==> src/shared/des_consts.svh <==
// completion code values and timing constants for the disk error status reporter
`ifndef DES_CONSTS_SVH
`define DES_CONSTS_SVH

`define DES_CLK_MHZ          250
`define DES_SEEK_LIMIT_MS    2000
`define DES_SEEK_CYC         (`DES_SEEK_LIMIT_MS * `DES_CLK_MHZ * 1000)
`define DES_REV_CYC          32'h003f940b
`define DES_SELECT_CYC       32'h00000040
`define DES_INDEX_REVS       3'h2
`define DES_TRK0_EXTRA       16'h00c8
`define DES_ERR_LIMIT        5'h14
`define DES_ADDR_VALID_BIT   7

`define DES_OK               7'h00
`define DES_NO_INDEX         7'h01
`define DES_NO_SEEK_DONE     7'h02
`define DES_WRITE_FAULT      7'h03
`define DES_NOT_READY        7'h04
`define DES_NO_TRACK0        7'h06
`define DES_STILL_SEEKING    7'h08
`define DES_NOT_INIT         7'h0a
`define DES_WRITE_PROT       7'h0b
`define DES_ID_READ          7'h10
`define DES_UNCORR           7'h11
`define DES_NO_MARK          7'h12
`define DES_NO_SECTOR        7'h14
`define DES_SEEK_ERR         7'h15
`define DES_CORR             7'h18
`define DES_BAD_TRACK        7'h19
`define DES_FORMAT_ERR       7'h1a
`define DES_SOFT_ERR         7'h1b
`define DES_ALT_ASSIGNED     7'h1d
`define DES_ALT_NOT_FMT      7'h1e
`define DES_ALT_SAME         7'h1f
`define DES_BAD_CMD          7'h20
`define DES_BAD_ADDR         7'h21
`define DES_BAD_PARAM        7'h22
`define DES_RAM_FAIL         7'h30
`define DES_ROM_FAIL         7'h31
`define DES_ECC_FAIL         7'h32
`define DES_TOO_MANY         7'h33

`endif

==> src/shared/des_pkg.sv <==
// types shared by the disk error status reporter
`default_nettype none
package des_pkg;
  // drive pins, already synchronised
  typedef struct packed {
    logic index;
    logic seek_done;
    logic write_fault;
    logic selected;
    logic ready;
    logic track0;
  } des_drive_t;

  // error events reported by sibling blocks, one-cycle pulses
  typedef struct packed {
    logic not_init;
    logic write_prot;
    logic id_read;
    logic uncorr;
    logic no_mark;
    logic seek_err;
    logic corr;
    logic bad_track;
    logic format_err;
    logic soft_err;
    logic alt_assigned;
    logic alt_not_fmt;
    logic alt_same;
    logic bad_cmd;
    logic bad_addr;
    logic bad_param;
    logic ram_fail;
    logic rom_fail;
    logic ecc_fail;
  } des_event_t;

  // command phase strobes from the sequencer, one-cycle pulses
  typedef struct packed {
    logic start;
    logic xfer;
    logic select;
    logic seek;
    logic recal;
    logic sector_search;
    logic step;
    logic sector_found;
    logic xfer_done;
    logic ready_test;
    logic finish;
  } des_phase_t;

  // completion status byte
  typedef struct packed {
    logic       addr_valid;
    logic [6:0] code;
  } des_status_t;
endpackage : des_pkg
`default_nettype wire
==> src/hw/des_reporter.sv <==
// disk error detection and completion status encoder
`include "des_consts.svh"
`timescale 1ns/1ns
`default_nettype none
module des_reporter #(
  parameter int unsigned SEEK_CYC   = `DES_SEEK_CYC,
  parameter int unsigned REV_CYC    = `DES_REV_CYC,
  parameter int unsigned SELECT_CYC = `DES_SELECT_CYC
) (
  input  wire logic                 clk_sys,
  input  wire logic                 sys_rst,
  input  wire logic [5:0]           drive_pins,
  input  wire des_pkg::des_phase_t  phase,
  input  wire des_pkg::des_event_t  events,
  input  wire logic                 addr_valid,
  input  wire logic [15:0]          cyl_count,
  input  wire logic                 sense_req,
  output var  des_pkg::des_status_t sense_status,
  output var  logic                 sense_valid,
  output var  des_pkg::des_status_t msg_status,
  output var  logic                 msg_valid
);
  import des_pkg::*;

  // =====================================
  // pin synchronisation
  logic [5:0] pins_s;      // synchronised drive pins
  des_drive_t drv;         // named view
  des_sync #(.W(6)) u_sync (
    .clk_sys (clk_sys),
    .sys_rst (sys_rst),
    .async_i (drive_pins),
    .sync_o  (pins_s)
  );
  assign drv = des_drive_t'(pins_s);

  // =====================================
  // watchdog state
  typedef enum logic [1:0] {W_IDLE, W_SEEK, W_SELECT} des_wd_t;
  des_wd_t     wd_q, wd_d;              // seek or select wait
  logic [31:0] wd_cnt_q, wd_cnt_d;      // wait timer
  logic        idx_on_q, idx_on_d;      // index watch armed
  logic [31:0] idx_cnt_q, idx_cnt_d;    // cycles since last index
  logic        sec_on_q, sec_on_d;      // sector search armed
  logic [31:0] sec_cnt_q, sec_cnt_d;
  logic        recal_q, recal_d;        // recalibrate in progress
  logic [15:0] step_q, step_d;          // steps issued
  logic        idx_prev_q, idx_prev_d;  // for index edge
  logic        seeking_q, seeking_d;    // a seek is outstanding

  // =====================================
  // error accumulation state
  logic [6:0]  code_q, code_d;          // first error of the command
  logic [4:0]  nerr_q, nerr_d;          // error count this command
  logic        over_q, over_d;          // count passed the limit
  des_status_t sense_d, msg_d;
  logic        sense_v_d, msg_v_d;

  logic       idx_edge;
  logic       hit;                      // an error in this cycle
  logic [6:0] hit_code;

  // any time limit: the timer ran out
  function automatic logic expired(input logic [31:0] c, input int unsigned lim);
    expired = (c >= lim[31:0]);
  endfunction : expired

  // =====================================
  // fault detection; first matching branch wins inside one cycle
  always_comb
  begin
    idx_edge = drv.index & ~idx_prev_q;
    hit      = 1'b1;
    hit_code = `DES_OK;
    if (wd_q == W_SEEK && expired(wd_cnt_q, SEEK_CYC))
      hit_code = `DES_NO_SEEK_DONE;
    else if (idx_on_q && expired(idx_cnt_q, `DES_INDEX_REVS * REV_CYC))
      hit_code = `DES_NO_INDEX;
    else if ((phase.xfer_done || (wd_q == W_SELECT && drv.selected && drv.ready))
             && drv.write_fault)
      hit_code = `DES_WRITE_FAULT;
    else if (wd_q == W_SELECT && (expired(wd_cnt_q, SELECT_CYC)
             || (drv.selected && !drv.ready)))
      hit_code = `DES_NOT_READY;
    else if (recal_q && phase.step && !drv.track0
             && {1'b0, step_q} >= {1'b0, cyl_count} + {1'b0, `DES_TRK0_EXTRA})
      hit_code = `DES_NO_TRACK0;
    else if (phase.ready_test && seeking_q)
      hit_code = `DES_STILL_SEEKING;
    else if (sec_on_q && expired(sec_cnt_q, `DES_INDEX_REVS * REV_CYC))
      hit_code = `DES_NO_SECTOR;
    else if (events.not_init)     hit_code = `DES_NOT_INIT;
    else if (events.write_prot)   hit_code = `DES_WRITE_PROT;
    else if (events.id_read)      hit_code = `DES_ID_READ;
    else if (events.uncorr)       hit_code = `DES_UNCORR;
    else if (events.no_mark)      hit_code = `DES_NO_MARK;
    else if (events.seek_err)     hit_code = `DES_SEEK_ERR;
    else if (events.corr)         hit_code = `DES_CORR;
    else if (events.bad_track)    hit_code = `DES_BAD_TRACK;
    else if (events.format_err)   hit_code = `DES_FORMAT_ERR;
    else if (events.soft_err)     hit_code = `DES_SOFT_ERR;
    else if (events.alt_assigned) hit_code = `DES_ALT_ASSIGNED;
    else if (events.alt_not_fmt)  hit_code = `DES_ALT_NOT_FMT;
    else if (events.alt_same)     hit_code = `DES_ALT_SAME;
    else if (events.bad_cmd)      hit_code = `DES_BAD_CMD;
    else if (events.bad_addr)     hit_code = `DES_BAD_ADDR;
    else if (events.bad_param)    hit_code = `DES_BAD_PARAM;
    else if (events.ram_fail)     hit_code = `DES_RAM_FAIL;
    else if (events.rom_fail)     hit_code = `DES_ROM_FAIL;
    else if (events.ecc_fail)     hit_code = `DES_ECC_FAIL;
    else
      hit = 1'b0;
  end

  // =====================================
  // watchdog next state
  always_comb
  begin
    wd_d       = wd_q;
    wd_cnt_d   = wd_cnt_q + 32'h1;
    idx_on_d   = idx_on_q;
    idx_cnt_d  = idx_edge ? 32'h0 : idx_cnt_q + 32'h1;
    sec_on_d   = sec_on_q;
    sec_cnt_d  = sec_cnt_q + 32'h1;
    recal_d    = recal_q;
    step_d     = step_q;
    idx_prev_d = drv.index;
    seeking_d  = seeking_q;
    unique case (wd_q)
      W_IDLE:   wd_cnt_d = 32'h0;
      W_SEEK:   if (drv.seek_done || hit) wd_d = W_IDLE;
      W_SELECT: if (hit || (drv.selected && drv.ready)) wd_d = W_IDLE;
    endcase
    if (wd_q == W_SEEK && drv.seek_done)
      seeking_d = 1'b0;
    // seek timer starts at the next drive command or implied seek
    if (phase.seek || phase.start)
    begin
      wd_d      = W_SEEK;
      wd_cnt_d  = 32'h0;
      seeking_d = phase.seek;
    end
    if (phase.select)
    begin
      wd_d     = W_SELECT;
      wd_cnt_d = 32'h0;
    end
    // index watch only after a good select on transfer or format
    if (phase.xfer && wd_q == W_SELECT && drv.selected && drv.ready)
    begin
      idx_on_d  = 1'b1;
      idx_cnt_d = 32'h0;
    end
    if (phase.sector_search)
    begin
      sec_on_d  = 1'b1;
      sec_cnt_d = 32'h0;
    end
    if (phase.sector_found)
      sec_on_d = 1'b0;
    if (phase.recal)
    begin
      recal_d = 1'b1;
      step_d  = 16'h0;
    end
    if (recal_q && phase.step)
      step_d = step_q + 16'h1;
    if (recal_q && drv.track0)
      recal_d = 1'b0;
    if (phase.finish || hit)
    begin
      idx_on_d = 1'b0;
      sec_on_d = 1'b0;
      recal_d  = 1'b0;
    end
  end

  always_ff @(posedge clk_sys)
  begin
    if (sys_rst)
    begin
      wd_q       <= W_IDLE;
      wd_cnt_q   <= 32'h0;
      idx_on_q   <= 1'b0;
      idx_cnt_q  <= 32'h0;
      sec_on_q   <= 1'b0;
      sec_cnt_q  <= 32'h0;
      recal_q    <= 1'b0;
      step_q     <= 16'h0;
      idx_prev_q <= 1'b0;
      seeking_q  <= 1'b0;
    end
    else
    begin
      wd_q       <= wd_d;
      wd_cnt_q   <= wd_cnt_d;
      idx_on_q   <= idx_on_d;
      idx_cnt_q  <= idx_cnt_d;
      sec_on_q   <= sec_on_d;
      sec_cnt_q  <= sec_cnt_d;
      recal_q    <= recal_d;
      step_q     <= step_d;
      idx_prev_q <= idx_prev_d;
      seeking_q  <= seeking_d;
    end
  end

  // =====================================
  // error accumulation and status outputs
  always_comb
  begin
    code_d    = code_q;
    nerr_d    = nerr_q;
    over_d    = over_q;
    sense_d   = sense_status;
    sense_v_d = 1'b0;
    msg_d     = msg_status;
    msg_v_d   = 1'b0;
    if (phase.start)
    begin
      // a new command forgets the old errors
      code_d = `DES_OK;
      nerr_d = 5'h0;
      over_d = 1'b0;
    end
    else if (hit)
    begin
      if (code_q == `DES_OK) code_d = hit_code;              // first cause kept
      if (nerr_q == `DES_ERR_LIMIT) over_d = 1'b1;
      else nerr_d = nerr_q + 5'h1;
    end
    if (phase.finish)
    begin
      msg_d.code       = over_d ? `DES_TOO_MANY : code_d;
      msg_d.addr_valid = addr_valid;
      msg_v_d          = 1'b1;
      sense_d          = msg_d;
    end
    if (sense_req)
      sense_v_d = 1'b1;
  end

  always_ff @(posedge clk_sys)
  begin
    if (sys_rst)
    begin
      code_q       <= `DES_OK;
      nerr_q       <= 5'h0;
      over_q       <= 1'b0;
      sense_status <= '0;
      sense_valid  <= 1'b0;
      msg_status   <= '0;
      msg_valid    <= 1'b0;
    end
    else
    begin
      code_q       <= code_d;
      nerr_q       <= nerr_d;
      over_q       <= over_d;
      sense_status <= sense_d;
      sense_valid  <= sense_v_d;
      msg_status   <= msg_d;
      msg_valid    <= msg_v_d;
    end
  end

  // =====================================
  // checks
  a_msg_pulse_one: assert property (@(posedge clk_sys) disable iff (sys_rst)
    $past(phase.finish) |-> msg_valid) else $error("message not issued after finish");
  a_clean_code_zero: assert property (@(posedge clk_sys) disable iff (sys_rst)
    phase.finish && !phase.start && code_q == `DES_OK && !hit && !over_q
    |=> msg_status.code == `DES_OK) else $error("clean command not code 00");
  a_code_no_unused: assert property (@(posedge clk_sys) disable iff (sys_rst)
    msg_valid |-> !(msg_status.code inside {7'h05, 7'h07, 7'h09, [7'h0c:7'h0f],
      7'h13, 7'h16, 7'h17, 7'h1c, [7'h23:7'h2f], [7'h34:7'h7f]}))
    else $error("unused code reported");
  a_addr_valid_flag: assert property (@(posedge clk_sys) disable iff (sys_rst)
    phase.finish |=> msg_status.addr_valid == $past(addr_valid))
    else $error("address valid bit wrong");
  a_too_many_code: assert property (@(posedge clk_sys) disable iff (sys_rst)
    phase.finish && !phase.start && over_q |=> msg_status.code == `DES_TOO_MANY)
    else $error("overflow code missing");
  a_still_seek_code: assert property (@(posedge clk_sys) disable iff (sys_rst)
    phase.ready_test && seeking_q |-> hit && hit_code != `DES_OK
    && hit_code <= `DES_STILL_SEEKING)
    else $error("still seeking not flagged");
  a_seek_limit_hit: assert property (@(posedge clk_sys) disable iff (sys_rst)
    wd_q == W_SEEK && wd_cnt_q == SEEK_CYC |-> hit_code == `DES_NO_SEEK_DONE)
    else $error("seek timeout missed");
  a_sense_match_msg: assert property (@(posedge clk_sys) disable iff (sys_rst)
    msg_valid |-> sense_status == msg_status) else $error("sense and message differ");
endmodule : des_reporter
`default_nettype wire

==> src/hw/des_sync.sv <==
// two-flop synchroniser for a bus of drive pins
`timescale 1ns/1ns
`default_nettype none
module des_sync #(
  parameter int W = 6
) (
  input  wire logic         clk_sys,
  input  wire logic         sys_rst,
  input  wire logic [W-1:0] async_i,
  output var  logic [W-1:0] sync_o
);
  logic [W-1:0] meta_q;  // first stage, read only by second stage
  logic [W-1:0] meta_d;
  logic [W-1:0] sync_d;

  // =====================================
  // next values
  always_comb
  begin
    meta_d = async_i;
    sync_d = meta_q;
  end

  // =====================================
  // registers
  always_ff @(posedge clk_sys)
  begin
    if (sys_rst)
    begin
      meta_q <= '0;
      sync_o <= '0;
    end
    else
    begin
      meta_q <= meta_d;
      sync_o <= sync_d;
    end
  end
endmodule : des_sync
`default_nettype wire

==> config.mk <==
export PLATFORM = sky130hd
export DESIGN_NAME = des_reporter
export DESIGN_NICKNAME = d
export VERILOG_FILES = /design/src/shared/des_pkg.sv /design/src/hw/des_reporter.sv /design/src/hw/des_sync.sv
export VERILOG_INCLUDE_DIRS = /design/src /design/src/shared
export SDC_FILE = /design/constraint.sdc
export NUM_CORES = 1
export LEC_CHECK = 0
export BUFFER_PORTS_ARGS = -buffer_cell sky130_fd_sc_hd__clkbuf_2
export CORE_UTILIZATION = 40
export DETAILED_ROUTE_END_ITERATION = 10
export PLACE_DENSITY = 0.67
export REMOVE_ABC_BUFFERS = 1
export SLEW_MARGIN = 20
export SYNTH_ARGS = -nofsm -noshare
export SYNTH_HDL_FRONTEND = slang
export SYNTH_HIERARCHICAL = 1
export SYNTH_SLANG_ARGS = --single-unit
==> constraint.sdc <==
create_clock -name clk_sys -period 6.4 [get_ports clk_sys]
set_input_delay 1.92 -clock clk_sys [delete_from_list [all_inputs] [get_ports clk_sys]]
set_output_delay 1.92 -clock clk_sys [all_outputs]
set_load 0.02 [all_outputs]
Word-level counts from Yosys, hierarchy flattened
Index checks and enable logic that the tools add are counted.
{ "totals": {"in_bits": 56, "out_inout_bits": 18, "elab_cells": 154, "ff_bits": 154} }
{ "op_classes": {"n_reduce_logical": 43, "n_lt_le_gt_ge": 5, "addsub": 6, "eq_ne": 7, "bitwise": 3, "muxes": 70} }
{ "op_table": {"columns": ["operator", "count"], "rows": [
  ["two-way mux 6 bit", 26],
  ["adder 32 x 1 -> 32 bit (second input constant)", 3],
  ["greater-or-equal comparator 32 x 23 -> 1 bit (second input constant)", 2],
  ["two-way mux 1 bit", 33],
  ["greater-or-equal comparator 32 x 29 -> 1 bit (second input constant)", 1],
  ["greater-or-equal comparator 32 x 7 -> 1 bit (second input constant)", 1],
  ["two-way mux 16 bit", 2],
  ["two-way mux 7 bit", 4],
  ["logical AND 1 bit", 18],
  ["adder 16 x 8 -> 17 bit (second input constant)", 1],
  ["greater-or-equal comparator 16 x 17 -> 1 bit", 1],
  ["adder 16 x 1 -> 16 bit (second input constant)", 1],
  ["OR reduction 3 bit", 3],
  ["two-way mux 2 bit", 4],
  ["OR reduction 2 bit", 4],
  ["zero test 7 bit", 1],
  ["logical OR 1 bit", 6],
  ["AND reduction 3 bit", 2],
  ["adder 5 x 1 -> 5 bit (second input constant)", 1],
  ["equality test 5 bit (second input constant)", 1],
  ["inequality test 4 x 3 -> 1 bit (second input constant)", 1],
  ["inequality test 4 bit (second input constant)", 1],
  ["case mux 2 bit (2 select lines)", 1],
  ["nonzero test 2 bit", 2],
  ["other kinds (12)", 14]
]} }

Logic depth before layout (Yosys ltp)
{ "depth": {"depth_word": 31, "depth_mapped": 15, "depth_no_buf": 15} }

By module
The synthesis kept the hierarchy.
{ "modules_own_cells": {"columns": ["module", "area_per_inst_um2", "seq_area_each_um2", "cells_each", "n_inst"], "rows": [
  ["des_reporter", 7205.7, 2842.7, 869, 1],
  ["des_sync", 366.6, 240.2, 25, 1]
]} }

Worst setup path before layout
No wires, ideal clock.
{ "synth_path": {"path_kind": "input-to-reg", "from": "input port cyl_count[3]", "to": "register nerr_q[3]", "setup_ns": 0.071, "setup_slack_ns": 1.688, "arrival_ns": 4.641, "n_path_buf": 0, "path_stages": 15, "required_ns": 6.329, "path_cell_list": "ha_1 > a21oi_1 > nand2b_1 > nor2b_1 > nand2_1 > xor2_1 > ha_1 > a21oi_1 > a211o_1 > a31oi_1 > a21boi_1 > nor3b_4 > and2_1 > or4_1 > a21oi_1"} }
{ "synth_between": {"elab_chain_len": 9} }
{ "synth_rtl": {"columns": ["element", "line_no", "source"], "rows": [
  ["from (decl)", "des_reporter.sv:16", "input wire logic [15:0] cyl_count,"],
  ["adder 16 x 8 -> 17 bit", "des_reporter.sv:86", "&& {1'b0, step_q} >= {1'b0, cyl_count} + {1'b0, `DES_TRK0_EXTRA})"],
  ["greater-or-equal comparator 16 x 17 -> 1 bit", "des_reporter.sv:86", null],
  ["logical AND 1 bit", "des_reporter.sv:85", "else if (recal_q && phase.step && !drv.track0"],
  ["two-way mux 1 bit", "des_reporter.sv:85", null],
  ["two-way mux 1 bit", "des_reporter.sv:82", "else if (wd_q == W_SELECT && (expired(wd_cnt_q, SELECT_CYC)"],
  ["two-way mux 1 bit", "des_reporter.sv:79", "else if ((phase.xfer_done || (wd_q == W_SELECT && drv.selected && drv.ready))"],
  ["two-way mux 1 bit", "des_reporter.sv:77", "else if (idx_on_q && expired(idx_cnt_q, `DES_INDEX_REVS * REV_CYC))"],
  ["two-way mux 1 bit", "des_reporter.sv:75", "if (wd_q == W_SEEK && expired(wd_cnt_q, SEEK_CYC))"],
  ["AND reduction 2 bit (no source line)", null, null],
  ["to (signal assigned)", "des_reporter.sv:258", "nerr_q <= nerr_d;"],
  ["to (decl)", "des_reporter.sv:54", "logic [4:0] nerr_q, nerr_d;"]
]} }
Every way passes these cells.
A chain may end at the register's enable or synchronous reset.

Final worst setup path
Same ends and word-level chain as after synthesis.

==> impl_metrics.yaml <==
status:
  status: "complete, no violations"
synth:
  yosysTopAreaCell: "dfxtp_1"
  syn_area_mm2: 0.00757
  synth.area.top_cells: "dfxtp_1 (41%), nor2_1 (7.4%), xor2_1 (6.8%)"
  synth_edf_count: 0
  synthArstFlopShare_pct: 0
  yosys.cell_types.count: 70
  synth.avg_cell_area_um2: 8.47
  synthFlopType: "dfxtp_1"
  yosysWarnings: 6
  synth_top_area_share_pct: 40.7
  ys_seq_area_share_pct: 40.7
  ys_seq_elements: 154
  netlist_instances: 894
sta:
  min_period_ns: 4.83
  fin_crit_sh_pct: 75.4
  grt_setup_unrepaired: "no"
  setup_ws_ns: 1.57
  tns_ns: 0
  finalClockSkew_ns: 0.00989
  fmax_mhz: 207
  setup_viol: 0
  final_hold_viol_count: 0
  worstMarginPinSlew_ns: 0.616
  final_max_slew_viol_count: 0
  relSlewSlack_pct: 58.5
placement:
  portBuffers: 73
  place_congestion: 0.843
  place_ws_ns: 1.15
  dp_hpwl_um: 11300
layout:
  area_growth_syn_to_layout_pct: 14.8
  drive_gt1_share_pct: 14.4
  antenna_cells: 0
  nets: 1041
power:
  intPower_uw: 1610
  vdd_drop_max_uv: 196
  clkPwrFrac_pct: 48.1
  p_per_area_mw_per_mm2: 242
  p_seq_share_pct: 46.5
  power_frac_comb_pct: 5.4
  power.switching_uw: 497
  p_sw_share_pct: 23.6
  leakage_uw: 0.00319
clock_tree:
  root_buffer: "clkbuf_16"
  cts_resized: 0
  cts.htree.levels: 4
  clk_latency_ns: 0.43
  cts_tree: "built"
  clock_path_buffers: 2
  post-cts-setup-buffers: 0
  ctsHoldBuffers: 0
  cts.clk_slew.worst_paths_ns: 0.06
  cts_made_buffers: 17
  clock_sinks: 154
global_routing:
  antenna_found_initial: 0
  grt_pass1_wl_um: 27100
  grt_start_max_net_pins: 49
  grt_pass1_vias: 5814
  grt-ovfl-total: 0
  grt_usage_pct: 17.0
detailed_routing:
  drtIter0Drc: 328
  first_pass_iters: 5
  via_count: 6286
  wirelength_um: 15800
  drc: 0
  routedWlPerCell_um: 13.1
  ant_nets: 0
  via_per_inst: 5.23
setup_path:
  endpoint_kind: "flip-flop"
  critical_path_class: "in2reg"
  cp_max_fo: 8
  reg2reg_from: "recal_q$_SDFFE_PP0P_"
  crit_arrival_ns: 5.18
  required_ns: 6.75
  cp-endpoint: "nerr_q[3]$_SDFFE_PP0P_"
  r2r_end: "nerr_q[3]$_SDFFE_PP0P_"
  reg2reg_setup_slack_ns: 3.53
  startpoint: "cyl_count[3]"
  reg2reg_depth: 8
  start_kind: "input port"
die:
  rows: 49
  die_w_um: 140
  die_area_mm2: 0.0195
  start_util_pct: 41.4
  die_h_um: 140
  core-area_mm2: 0.0183
  ios: 74
flow_run:
  drv_cap: 0
worst_hold_path:
  hold_path_class: "reg2reg"
logic make-up (layout without fill, tap and decap cells):
| family | after synthesis | count (layout) | share of synthesized area (%) |
|---|---|---|---|
| simple gates | 422 | 422 | 28.4 |
| compound gates | 129 | 129 | 11.1 |
| xor+xnor | 97 | 97 | 11.2 |
| buf+inv | 61 | 139 | 3.55 |
| mux | 5 | 5 | 0.727 |
| fa+ha+maj | 26 | 26 | 4.30 |
| flops | 154 | 154 | 40.7 |
cell type report:
type,instances,area [um^2]
Timing Repair Buffer,75,380
Fill cell,1780,9580
Inverter,32,120
Tap cell,229,287
Sequential cell,154,3080
Multi-Input combinational cell,679,4230
Clock inverter,14,160
Clock buffer,18,439
per-layer routing:
metal	track usage, %	part of all wire (%)	up-vias
met1	23.2	51	2874
met4	5.73	1.0	0
met2	26.1	44	134
met3	4.16	4.2	14
met5	0	0	-
li1	-	-	3264
state kept, by name (all words and copies together) (netlist names), 2 cells and up:
register,cells
sec_cnt_q,32
step_q,16
wd_cnt_q,32
code_q,7
idx_cnt_q,32
nerr_q,5
u_sync/meta_q,6
wd_q,2
u_sync/sync_o,6
msg_status,8
how the worst min path moves through the flow:
stage,cells after the start,from,slack [ns],endpoint
final,1,u_sync/meta_q[4]$_SDFF_PP0_,0.44,u_sync/sync_o[4]$_SDFF_PP0_
after detailed placement,1,u_sync/meta_q[4]$_SDFF_PP0_,0.42,u_sync/sync_o[4]$_SDFF_PP0_
after CTS,1,u_sync/meta_q[4]$_SDFF_PP0_,0.44,u_sync/sync_o[4]$_SDFF_PP0_
after floorplan,1,u_sync/meta_q[0]$_SDFF_PP0_,0.41,u_sync/sync_o[0]$_SDFF_PP0_
after global routing,1,u_sync/meta_q[4]$_SDFF_PP0_,0.46,u_sync/sync_o[4]$_SDFF_PP0_
after global placement,1,u_sync/meta_q[1]$_SDFF_PP0_,0.42,u_sync/sync_o[1]$_SDFF_PP0_
cells in the final DEF, fill, tap and decap left out, types with 14 or more instances in the layout:
| master | n |
|---|---|
| a21oi_1 | 40 |
| and3_1 | 20 |
| clkbuf_16 | 17 |
| clkbuf_2 | 73 |
| dfxtp_1 | 154 |
| ha_1 | 26 |
| inv_1 | 32 |
| nand2_1 | 51 |
| nand3_1 | 56 |
| nand4_1 | 25 |
| nor2_1 | 149 |
| nor3_1 | 29 |
| nor4_1 | 15 |
| o21ai_0 | 28 |
| or3_1 | 14 |
| xnor2_1 | 38 |
| xor2_1 | 59 |
synth_stat cells (5+ instances only):
cell and n:
dfxtp_1 154, xor2_1 59, nor4_1 15, clkbuf_1 17
ha_1 26, a211oi_1 7, and3_1 20, and4_1 5
nor2b_2 8, nor2_1 149, o21a_1 6, buf_4 8
nand2_1 51, nand3_1 56, xnor2_1 38, inv_1 32
nor2b_1 11, nand4_1 25, nand2b_1 11, a31oi_1 8
a21oi_1 40, or3_1 14, nor3_1 29, o21ai_0 28
stage by stage:
| step | utilization, % | std cells | hold WS (ns) | total power, uW | instance area [um^2] |
|---|---|---|---|---|---|
| after detailed placement | 44.3 | 1169 | 0.424 | 1110 | 8090 |
| after floorplan | - | 865 | 0.415 | 1060 | 7420 |
| after global routing | 47.6 | 1201 | 0.458 | 2190 | 8690 |
| after global placement | 44.3 | 1169 | 0.423 | 1110 | 8090 |
| after CTS | 47.6 | 1201 | 0.445 | 2130 | 8690 |
| final | 47.6 | 1201 | 0.441 | 2100 | 8690 |
critical path, stage by stage:
cell	delay, ns
clkbuf_2	0.13
ha_1	0.19
a21oi_1	0.10
nand2b_1	0.09
nor2b_1	0.22
nand2_1	0.10
xor2_1	0.16
ha_1	0.32
a21oi_1	0.08
a211o_1	0.30
a31oi_1	0.16
a21boi_1	0.44
nor3b_4	0.14
and2_1	0.19
or4_1	0.49
a21oi_1	0.14
power groups by stage:
| stage | clock network, uW | registers (uW) | logic, uW |
|---|---|---|---|
| after global routing | 1080 | 980 | 128 |
| after detailed placement | 0 | 1000 | 113 |
| after global placement | 0 | 1000 | 112 |
| after floorplan | 0 | 1000 | 56.9 |
| after CTS | 1040 | 979 | 114 |
| final | 1010 | 979 | 113 |
No activity file was read; power rests on OpenSTA's default activity.
